===== src/hw/slpctl_defines.svh =====
// Offsets, field positions, reset values and timing counts of the sleep
// controller. Assumes inclusion by bare name from each design file.
`ifndef SLPCTL_DEFINES_SVH
`define SLPCTL_DEFINES_SVH

`define SLPCTL_CTRL_OFFSET 12'h000
`define SLPCTL_STAT_OFFSET 12'h004
`define SLPCTL_CTRL_RESET 8'h00
`define SLPCTL_ARM_BIT 0
`define SLPCTL_MODE_LSB 1
`define SLPCTL_MODE_MSB 3
`define SLPCTL_CTRL_MASK 8'h0F
`define SLPCTL_MODE_IDLE 3'h0
`define SLPCTL_MODE_NOISE 3'h1
`define SLPCTL_MODE_PDOWN 3'h2
`define SLPCTL_MODE_PSAVE 3'h3
`define SLPCTL_MODE_STBY 3'h6
`define SLPCTL_HOLD_CYCLES 3'h4
`define SLPCTL_STARTUP_CYCLES 8'h10

`endif


===== src/hw/slpctl_pkg.sv =====
// Types shared by the sleep controller files.
// Assumes slpctl_defines.svh is on the include path.
package slpctl_pkg;
    // Sleep controller sequencing states
    typedef enum logic [2:0] {
        SLPCTL_RUN,
        SLPCTL_SLEEP,
        SLPCTL_STARTUP,
        SLPCTL_HOLD
    } slpctl_state_e;

    // Decoded sleep mode, one-hot
    typedef struct packed {
        logic idle;
        logic noise;
        logic pdown;
        logic psave;
        logic stby;
    } slpctl_mode_s;

    // Core-facing control outputs
    typedef struct packed {
        logic halt;
        logic resumeIrq;
        logic resetVector;
    } slpctl_core_s;
endpackage


===== src/hw/slpctl_wake_timer.sv =====
// Wake timer: counts start-up time, then the extra halt cycles.
// Assumes a single clock and synchronous active-high reset.
`include "slpctl_defines.svh"
module slpctl_wake_timer (
    input wire logic clk,
    input wire logic sys_rst,
    input wire logic start,
    output logic startupDone,
    output logic holdDone
);
    import slpctl_pkg::*;

    logic [7:0] startCnt_q;
    logic [2:0] holdCnt_q;
    logic inStart_q;
    logic inHold_q;

    // Start-up count, then hold count
    always_ff @(posedge clk) begin
        if (sys_rst || start) begin
            startCnt_q <= 8'h00;
            holdCnt_q <= 3'h0;
            inStart_q <= start;
            inHold_q <= 1'b0;
        end else if (inStart_q) begin
            if (startCnt_q == `SLPCTL_STARTUP_CYCLES - 8'h01) begin
                inStart_q <= 1'b0;
                inHold_q <= 1'b1;
            end else begin
                startCnt_q <= startCnt_q + 8'h01;
            end
        end else if (inHold_q) begin
            if (holdCnt_q == `SLPCTL_HOLD_CYCLES - 3'h1) begin
                inHold_q <= 1'b0;
            end else begin
                holdCnt_q <= holdCnt_q + 3'h1;
            end
        end
    end

    assign startupDone = inStart_q &&
        (startCnt_q == `SLPCTL_STARTUP_CYCLES - 8'h01);
    assign holdDone = inHold_q && (holdCnt_q == `SLPCTL_HOLD_CYCLES - 3'h1);
endmodule


===== src/hw/slpctl_top.sv =====
// Sleep mode controller: control register on APB, sleep sequencing.
// Assumes the core pulses sleepInstr, gives enabled-interrupt level
// irqPending, and restarts from its reset vector on sys_rst.
//
// Notes on behaviour
// Sleep entered only if arm bit is one when sleep instruction runs.
// Mode bits 3..1: 000 idle,001 noise,010 pdown,011 psave,110 standby.
// Any enabled interrupt during sleep wakes the device.
// After wake, core halted start-up plus four cycles, then runs handler.
// Register file and data memory are kept unchanged through sleep.
// Reset during sleep wakes and restarts at the reset vector.
// Control register bits 7..4 always read zero.
// Software picks standby only with crystal or resonator clock.
// Software arms sleep just before the instruction, clears after.
// Sleep instruction with arm bit zero does nothing.
`include "slpctl_defines.svh"
module slpctl_top (
    input wire logic clk,
    input wire logic sys_rst,
    input wire logic psel,
    input wire logic penable,
    input wire logic pwrite,
    input wire logic [11:0] paddr,
    input wire logic [31:0] pwdata,
    output logic [31:0] prdata,
    output logic pready,
    output logic pslverr,
    input wire logic sleepInstr,
    input wire logic irqPending,
    output slpctl_pkg::slpctl_core_s coreCtl,
    output slpctl_pkg::slpctl_mode_s modeActive,
    output logic sleeping
);
    import slpctl_pkg::*;

    logic [7:0] ctrl_q;
    slpctl_state_e state_q;
    slpctl_mode_s modeActive_q;
    logic resumeIrq_q;
    logic resetVector_q;
    logic timerStart;
    logic startupDone;
    logic holdDone;
    logic apbAccess;
    logic ctrlHit;
    logic statHit;
    logic [7:0] stallCnt_q;

    // Decode mode field into one-hot; reserved codes give no mode
    function automatic slpctl_mode_s decodeMode(input logic [2:0] code);
        slpctl_mode_s m;
        m = '0;
        case (code)
            `SLPCTL_MODE_IDLE: m.idle = 1'b1;
            `SLPCTL_MODE_NOISE: m.noise = 1'b1;
            `SLPCTL_MODE_PDOWN: m.pdown = 1'b1;
            `SLPCTL_MODE_PSAVE: m.psave = 1'b1;
            `SLPCTL_MODE_STBY: m.stby = 1'b1;
            default: m = '0;
        endcase
        return m;
    endfunction

    // APB decode; zero wait states
    assign apbAccess = psel && penable;
    assign ctrlHit = paddr == `SLPCTL_CTRL_OFFSET;
    assign statHit = paddr == `SLPCTL_STAT_OFFSET;
    assign pready = 1'b1;
    assign pslverr = apbAccess && !ctrlHit && !statHit;

    // Control register; upper bits never stored
    always_ff @(posedge clk) begin
        if (sys_rst) begin
            ctrl_q <= `SLPCTL_CTRL_RESET;
        end else if (apbAccess && pwrite && ctrlHit) begin
            ctrl_q <= pwdata[7:0] & `SLPCTL_CTRL_MASK;
        end
    end

    // Read data register
    always_ff @(posedge clk) begin
        if (sys_rst) begin
            prdata <= 32'h0000_0000;
        end else if (psel && !penable && !pwrite) begin
            if (paddr == `SLPCTL_CTRL_OFFSET) begin
                prdata <= {24'h000000, ctrl_q & `SLPCTL_CTRL_MASK};
            end else if (paddr == `SLPCTL_STAT_OFFSET) begin
                prdata <= {29'h0, resetVector_q, resumeIrq_q, sleeping};
            end else begin
                prdata <= 32'h0000_0000;
            end
        end
    end

    assign timerStart = (state_q == SLPCTL_SLEEP) && irqPending;

    // Sleep sequencer; sys_rst ends any sleep at once
    always_ff @(posedge clk) begin
        if (sys_rst) begin
            state_q <= SLPCTL_RUN;
            modeActive_q <= '0;
        end else begin
            case (state_q)
                SLPCTL_RUN: begin
                    if (sleepInstr && ctrl_q[`SLPCTL_ARM_BIT]) begin
                        state_q <= SLPCTL_SLEEP;
                        modeActive_q <= decodeMode(
                            ctrl_q[`SLPCTL_MODE_MSB:`SLPCTL_MODE_LSB]);
                    end
                end
                SLPCTL_SLEEP: begin
                    if (irqPending) begin
                        state_q <= SLPCTL_STARTUP;
                    end
                end
                SLPCTL_STARTUP: begin
                    modeActive_q <= '0;
                    if (startupDone) begin
                        state_q <= SLPCTL_HOLD;
                    end
                end
                SLPCTL_HOLD: begin
                    if (holdDone) begin
                        state_q <= SLPCTL_RUN;
                    end
                end
                default: state_q <= SLPCTL_RUN;
            endcase
        end
    end

    // Resume pulse to core after hold; reset-vector flag after reset
    always_ff @(posedge clk) begin
        if (sys_rst) begin
            resumeIrq_q <= 1'b0;
            resetVector_q <= 1'b1;
        end else begin
            resumeIrq_q <= (state_q == SLPCTL_HOLD) && holdDone;
            resetVector_q <= 1'b0;
        end
    end

    slpctl_wake_timer u_timer (
        .clk(clk),
        .sys_rst(sys_rst),
        .start(timerStart),
        .startupDone(startupDone),
        .holdDone(holdDone)
    );

    // Halt stalls the core only; memories keep their state
    assign coreCtl.halt = state_q != SLPCTL_RUN;
    assign coreCtl.resumeIrq = resumeIrq_q;
    assign coreCtl.resetVector = resetVector_q;
    assign modeActive = modeActive_q;
    assign sleeping = state_q == SLPCTL_SLEEP;

    // Cycles the core has stayed stalled since it left the sleep state
    always_ff @(posedge clk) begin
        if (sys_rst || sleeping || !coreCtl.halt) begin
            stallCnt_q <= 8'h00;
        end else if (stallCnt_q != 8'hFF) begin
            stallCnt_q <= stallCnt_q + 8'h01;
        end
    end
endmodule


===== config.mk =====
export PLATFORM = sky130hd
export DESIGN_NAME = slpctl_top
export DESIGN_NICKNAME = d
export VERILOG_FILES = /design/src/hw/slpctl_pkg.sv /design/src/hw/slpctl_wake_timer.sv /design/src/hw/slpctl_top.sv
export VERILOG_INCLUDE_DIRS = /design/src /design/src/hw
export SDC_FILE = /design/constraint.sdc
export NUM_CORES = 1
export LEC_CHECK = 0
export ABC_AREA = 1
export BUFFER_PORTS_ARGS = -buffer_cell sky130_fd_sc_hd__buf_2
export CORE_MARGIN = 5
export CORE_UTILIZATION = 49
export CTS_CLUSTER_DIAMETER = 50
export DETAILED_ROUTE_END_ITERATION = 12
export GPL_TIMING_DRIVEN = 0
export PLACE_DENSITY = 0.86
export SLEW_MARGIN = 20
export SYNTH_ARGS = -nofsm -noshare
export SYNTH_HDL_FRONTEND = slang
export SYNTH_HIERARCHICAL = 1
export SYNTH_SLANG_ARGS = --single-unit
export TNS_END_PERCENT = 30

===== constraint.sdc =====
create_clock -name clk -period 3.82 [get_ports clk]
set_input_delay 0 -clock clk [delete_from_list [all_inputs] [get_ports clk]]
set_output_delay 0 -clock clk [all_outputs]
set_load 0.005 [all_outputs]

==> results of run 1 <==
[power by group through the flow]
stage,combinational (mW),clock (mW),sequential [mW]
floorplan,0.175,0,0.374
global placement,0.234,0,0.377
detailed placement,0.241,0,0.378
CTS,0.247,0.277,0.372
global route,0.289,0.292,0.377
finish,0.246,0.266,0.372
[worst register-to-register path, stage by stage (launching register included)]
cell and delay, ps:
dfxtp_1 340, ha_1 250, nand2_2 100, nor2_4 40
nand3_4 100, nor2_4 40, o21ai_0 290, nor2_1 100
o21ai_0 170, nor2_1 60
[cell usage after synthesis]
cell type,instances,area [µm²]
nand3_4,2,35.03
inv_2,1,3.750
nand3_1,18,90.09
nor3_1,4,20.02
buf_2,1,5.000
nand3b_1,1,7.510
inv_1,29,108.9
nand2_1,45,168.9
ha_1,7,87.58
nor2_4,5,56.30
nand2_2,1,6.260
a31oi_1,1,6.260
xnor2_1,1,8.760
o21a_1,3,22.52
nand4_1,3,18.77
nor2_1,41,153.9
a21boi_0,1,7.510
nor2_2,2,12.51
a21oi_1,12,60.06
buf_4,31,232.7
conb_1,2,7.510
dfxtp_1,30,600.6
buf_6,1,11.26
o21ai_0,12,60.06
[cell families (layout without fill, tap and decap cells)]
kind of cell,count (synthesis),in the layout
AOI/OAI and AO/OA,29,29
xor gates and xnor gates,1,1
adders and majority gates,7,7
buffers and inverters,63,112
DFF,30,30
other,2,29
and+or+nand+nor,122,122
[flip-flops by register name, indices dropped and copies added, names as in the netlist]
register / cells
ctrl_q: 4
modeActive: 5
prdata: 4
resetVector_q: 1
resumeIrq_q: 1
state_q: 2
u_timer/holdCnt_q: 3
u_timer/inHold_q: 1
u_timer/inStart_q: 1
u_timer/startCnt_q: 8
[area by class of cell]
cell class                 count  share of cell area, %
timing repair buffer          41                  10.10
inverter                      30                  4.942
multi-input combinational    188                  40.86
buffer                        33                  10.93
sequential                    30                  26.36
clock inverter                 2                 0.5491
clock buffer                   6                  3.624
tap                           48                  2.636
[how the worst max path moves through the flow]
| stage | startpoint | to | slack [ps] | cells past startpoint |
|---|---|---|---|---|
| after floorplan | u_timer/startCnt_q[0] | state_q[0] | 2410 | 9 |
| after global placement | u_timer/startCnt_q[0] | state_q[1] | 2290 | 9 |
| after detailed placement | u_timer/startCnt_q[0] | state_q[1] | 2230 | 9 |
| after CTS | u_timer/startCnt_q[0] | state_q[1] | 2210 | 9 |
| after global routing | u_timer/startCnt_q[0] | state_q[1] | 2030 | 9 |
| final | u_timer/startCnt_q[0] | state_q[1] | 2220 | 9 |
[metrics by stage]
stage / cell area (µm²) / cells
4_1_cts: 2278 / 378
6_report: 2278 / 378
2_1_floorplan: 1893 / 281
3_5_place_dp: 2133 / 365
3_3_place_gp: 2133 / 365
5_1_grt: 2278 / 378
[layout by cell type, fill, tap and decap left out, types with 5 or more instances in the layout]
cell type and n:
a21oi_1 12, buf_2 37, buf_4 31, clkbuf_8 6, conb_1 29, dfxtp_1 30
dlygate4sd3_1 5, ha_1 7, inv_1 29, nand2_1 45, nand3_1 18, nor2_1 41
nor2_4 5, o21ai_0 12
[routing by layer]
layer	track usage (%)	share of wire, %	vias to the layer above
li1	-	-	893
met1	17.80	43	700
met2	26.72	47	53
met3	6.619	8.7	6
met4	5.745	1.6	0
met5	0	0	-
==> impl_metrics.toml, run 1 <==
[run_status]
outcome = "complete, no violations"

[detailed_routing]
wirelength_mm = 3.647
dr_total_vias = 1652
avgViaCountPerCell = 4.370
first_iter_violations = 93
first_pass_iters = 4
ant_nets = 0
drc = 0
wl_per_cell_um = 9.648

[power]
p_sw_share_pct = 32.93
finalPower_mw = 0.8840
max-vdd-ir-drop_mv = 0.2149
p_comb_share_pct = 27.8
sequentialPowerShare_pct = 42.1
p_int_mw = 0.5929
p_clk_share_pct = 30.1
p_sw_mw = 0.2911
p_leak_nw = 1.187
power_density_nw_per_um2 = 388.0

[logic_synthesis]
synthSimpleGateAreaFrac_pct = 31.77
synth-xor-area-share_pct = 0.4888
ys_seq_elements = 30
synth_cells = 254
muxShareOfSynthArea_pct = 0
synth_compound_area_share_pct = 8.729
yosysSeqAreaShare_pct = 33.52
yosys_warnings = 6
synth_area_um2 = 1792
synth-adder-area-share_pct = 4.888
synth_top_family_by_area = "simple AND/OR/NAND/NOR gates"
synth_cell_types = 24
synth_area_per_cell_um2 = 7.054

[global_route]
antenna_found_initial = 0
grt_overflow = 0
grt_pass1_wl_mm = 6.375
grt_max_degree = 11
track_usage_pct = 15.88
grt_pass1_vias = 1492

[place]
hpwl_mm = 2.859
gp_congestion = 0.7849
portBuffers = 36
dpl_worst_slack_ps = 2231

[sta]
worst_slack_ps = 2222
fin_skew_ps = 8.142
finalCriticalPeriod_ps = 1598
fin_hold_ws_ps = 50.52
setup_viol_count_final = 0
finalHoldViolCount = 0
drv_slew = 0
rsz0062_at_grt = "no"
timing.setup.tns_ps = 0
fmax_mhz = 625.6
fin_crit_sh_pct = 41.85

[worst_setup_path]
criticalPathCategory = "flop to flop"
crit_fanout = 7
rr_startpoint = "u_timer/startCnt_q[0]"
cp_num_buf_inv = 0
required_ps = 3990
cp_top_family = "compound AO/OA/AOI/OAI gates"
endpoint_kind = "flop"
cp.arrival_ps = 1770
max_stage_delay_ps = 340
slowest_stage = "dfxtp_1"
critPathLaunchType = "flop"
cp_cell_sequence = "ha_1, nand2_2, nor2_4, nand3_4, nor2_4, o21ai_0, nor2_1, o21ai_0, nor2_1"
r2r_slack_ps = 2220
critical_path.reg2reg.endpoint = "state_q[1]"
ff2ff_path_depth = 9

[die]
io_pins = 94
placementRows = 22
die_area_um2 = 4966
coreArea_um2 = 3606
die_w_um = 70.47
die_h_um = 70.47
start_util_pct = 49.69

[hold_path]
holdCritPathClass = "input port to flop"
min-delay-start = "irqPending"
holdPathEnd = "u_timer/inStart_q"
min_path_cells = 5

[clock_tree]
path_clk_slew_ps = 70
cts-root-buf = "clkbuf_8"
post_cts_resized = 0
cts_hold_buf = 5
cts_buffers = 5
htreeDepth = 2
numClockSinks = 30
clk-insertion-delay-late_ps = 280
cts_tree = "done"
cts_setup_buffers = 0
clockBufferDepth = 2

[layout]
num_antenna_cells = 0
ff_latch_area_um2 = 600.6
area_growth_syn_to_layout_pct = 27.17
postLayoutCoreUtil_pct = 63.19
fin_nets = 387
multiInputGateArea_um2 = 930.9
nFillCells = 322
final_layout_size_suffix_gt1_share_pct = 26.67

[flow_run]
maxCapViolations = 0
Note: power is estimated with default switching activity, not from simulation.
==> inputs of run 2 (changes only) <==
--- a/config.mk
+++ b/config.mk
@@ -6,14 +6,14 @@
 export SDC_FILE = /design/constraint.sdc
 export NUM_CORES = 1
 export LEC_CHECK = 0
-export ABC_AREA = 1
+export ABC_AREA = 0
 export BUFFER_PORTS_ARGS = -buffer_cell sky130_fd_sc_hd__buf_2
 export CORE_MARGIN = 5
-export CORE_UTILIZATION = 49
+export CORE_UTILIZATION = 40
 export CTS_CLUSTER_DIAMETER = 50
 export DETAILED_ROUTE_END_ITERATION = 12
 export GPL_TIMING_DRIVEN = 0
-export PLACE_DENSITY = 0.86
+export PLACE_DENSITY = 0.75
 export SLEW_MARGIN = 20
 export SYNTH_ARGS = -nofsm -noshare
 export SYNTH_HDL_FRONTEND = slang
==> constraint.sdc (replaced) <==
create_clock -name clk -period 1.4 [get_ports clk]
set_input_delay 0 -clock clk [delete_from_list [all_inputs] [get_ports clk]]
set_output_delay 0 -clock clk [all_outputs]
set_load 0.005 [all_outputs]
==> run 2 against run 1 <==
  * The run now ends with hold timing, setup timing left
  * Register-to-register slack worse by 2500 ps
  * Sequential power is 130% higher
  * Final cell count is 13% lower
  * Fmax is 2.0% lower
  * Synthesized cell count is 23% lower
  * Largest cell class unchanged
==> impl_metrics.toml, run 2 <==
[sta]
drv_slew = 0
worst_slack_ps = -231.7
fmax_mhz = 612.8
fin_crit_sh_pct = 116.6
timing.setup.tns_ps = -731.5
fin_skew_ps = 5.196
fin_hold_ws_ps = -59.30
setup_viol_count_final = 8
finalCriticalPeriod_ps = 1632
finalHoldViolCount = 1
rsz0062_at_grt = "yes"

[clock_tree]
cts_buffers = 5
path_clk_slew_ps = 60
clockBufferDepth = 2
cts_hold_buf = 4
cts-root-buf = "clkbuf_8"
cts_tree = "done"
clk-insertion-delay-late_ps = 280
htreeDepth = 2
numClockSinks = 30

[logic_synthesis]
synth_edf_count = 0
synth.area.top_cells = "dfxtp_1 34%, buf_4 13%, mux2i_1 6.2%, ha_1 5.0%, nand2b_1 4.2%"
synth_cells = 196
ys_seq_elements = 30
netlist.area_leader.share_pct = 33.97
synth-async-reset-ratio_pct = 0
synth_area_um2 = 1768
yosysSeqAreaShare_pct = 33.97
synth_commonest_cells = "31 x buf_4, 30 x dfxtp_1, 12 x nand2b_1"
yosys_warnings = 6
synth_top_cell_by_area = "dfxtp_1"
synth_cell_types = 47
synth_area_per_cell_um2 = 9.020
yosysMostFrequentCell = "buf_4"
synth_ff_type = "dfxtp_1"

[detailed_routing]
dr_total_vias = 1532
first_iter_violations = 37
first_pass_iters = 4
wirelength_mm = 3.704
avgViaCountPerCell = 4.671
drc = 0
ant_nets = 0
wl_per_cell_um = 11.29

[place]
dpl_worst_slack_ps = -345.1
hpwl_mm = 2.795
place_area_um2 = 2136
gp_congestion = 0.7747
portBuffers = 35

[layout]
postLayoutCoreUtil_pct = 55.61
largest_reg_flops = 8
fin_nets = 333
final_cell_mix = "38 x buf_4, 35 x buf_2, 29 x conb_1, 22 x dfxtp_1, 12 x nand2b_1"
final_area_um2 = 2405
final_common_cell = "buf_4"
num_antenna_cells = 0
largest-register = "u_timer/startCnt_q"
final_layout_size_suffix_gt1_share_pct = 39.86
area_growth_syn_to_layout_pct = 36.02

[hold_path]
min-delay-start = "sys_rst"
holdPathEnd = "resetVector_q"
min_path_cells = 1
holdCritPathClass = "input port to flop"

[worst_setup_path]
cp_num_buf_inv = 0
rr_startpoint = "u_timer/startCnt_q[5]"
cp_cell_sequence = "or4_4, nor2_4, nor2b_1, a2111o_1, a211oi_1"
crit_fanout = 2
endpoint_kind = "flop"
required_ps = 1600
max_stage_delay_ps = 540
criticalPathCategory = "flop to flop"
r2r_slack_ps = -230
critical_path.reg2reg.endpoint = "state_q[0]"
cp_top_family = "simple AND/OR/NAND/NOR gates"
ff2ff_path_depth = 5
slowest_stage = "or4_4"
cp.arrival_ps = 1830
critPathLaunchType = "flop"

[global_route]
grt_max_degree = 11
track_usage_pct = 12.59
grt_overflow = 0
antenna_found_initial = 0
grt_pass1_vias = 1366
grt_pass1_wl_mm = 6.078

[power]
power_density_nw_per_um2 = 777.1
max-vdd-ir-drop_mv = 0.3890
p_leak_nw = 1.078

[run_status]
violations = "hold timing, setup timing"
outcome = "finished, violations left"

[die]
start_util_pct = 40.89
die_w_um = 76.48
io_pins = 94
coreArea_um2 = 4324
die_h_um = 76.48
die_area_um2 = 5849
placementRows = 24

[flow_run]
maxCapViolations = 0
-- run 2: changes by cell type after synthesis, moves of 4 or more --
cell and change:
nor2_1 -33, inv_1 -22, nand2b_1 +12, or3_1 +5
or4_1 +4, nand2_1 -35, o21ai_0 -9, clkbuf_1 +4
nand3_1 -11, mux2i_1 +11, nor2_4 -5
-- run 2: final cells by class --
class                   count  area (µm²)
plain buffers              34       244.0
fillers                   412        1919
inverters                   7       26.28
clock inverters             1       30.03
multi-input cells         151        1077
repair buffers             46       267.8
well taps                  52       65.06
clock buffers               7       76.32
flip-flops and latches     30       618.1
-- run 2: cell families after synthesis --
family / synth area share (%)
buf+inv: 15.50
simple gates: 27.46
xor+xnor: 0.4955
other cells: 0.4248
fa+ha+maj: 4.954
compound gates: 10.97
flops: 33.97
mux: 6.228
-- run 2: power by group --
part           leakage (nW)  internal (mW)  total [mW]  switching, mW
Combinational         0.779          0.103       0.176         0.0724
Clock                0.0524          0.532       0.843          0.311
Sequential            0.247          0.849       0.850       0.000834
Total                  1.08           1.48        1.87          0.385
-- run 2: how the worst max path moves through the flow --
stage                                     start                   end  slack, ps  depth (start not counted)
after floorplan           u_timer/startCnt_q[5]            state_q[0]       -180                          5
after global placement    u_timer/startCnt_q[0]            state_q[0]       -290                          6
after detailed placement             state_q[1]  u_timer/holdCnt_q[2]       -350                          6
after CTS                 u_timer/startCnt_q[5]            state_q[0]       -230                          5
after global routing       u_timer/holdCnt_q[0]            state_q[0]       -300                          6
final                     u_timer/startCnt_q[5]            state_q[0]       -230                          5
-- run 2: timing repair --
item                       CTS  global route
gates resized for setup     19             5
hold endpoints to repair     5             1
setup buffers                3             4
setup endpoints to repair   19            18
pin swaps                    4             4
-- run 2: per-stage QoR --
stage | cells | power (mW)
floorplan | 223 | 0.9918
global placement | 310 | 1.036
detailed placement | 310 | 1.038
CTS | 324 | 1.903
global route | 328 | 1.956
finish | 328 | 1.869
-- run 2: per-layer routing --
layer	GRT usage [%]	part of all wire [%]	vias to the layer above
met5	0	0	-
li1	-	-	796
met4	6.818	2.2	0
met1	14.26	41	689
met3	4.374	7.0	6
met2	20.55	50	41
-- run 2: worst register-to-register path: stages (launching register included) --
cell and delay [ps]:
dfxtp_4 340, or4_4 540, nor2_4 100, nor2b_1 50, a2111o_1 320, a211oi_1 200
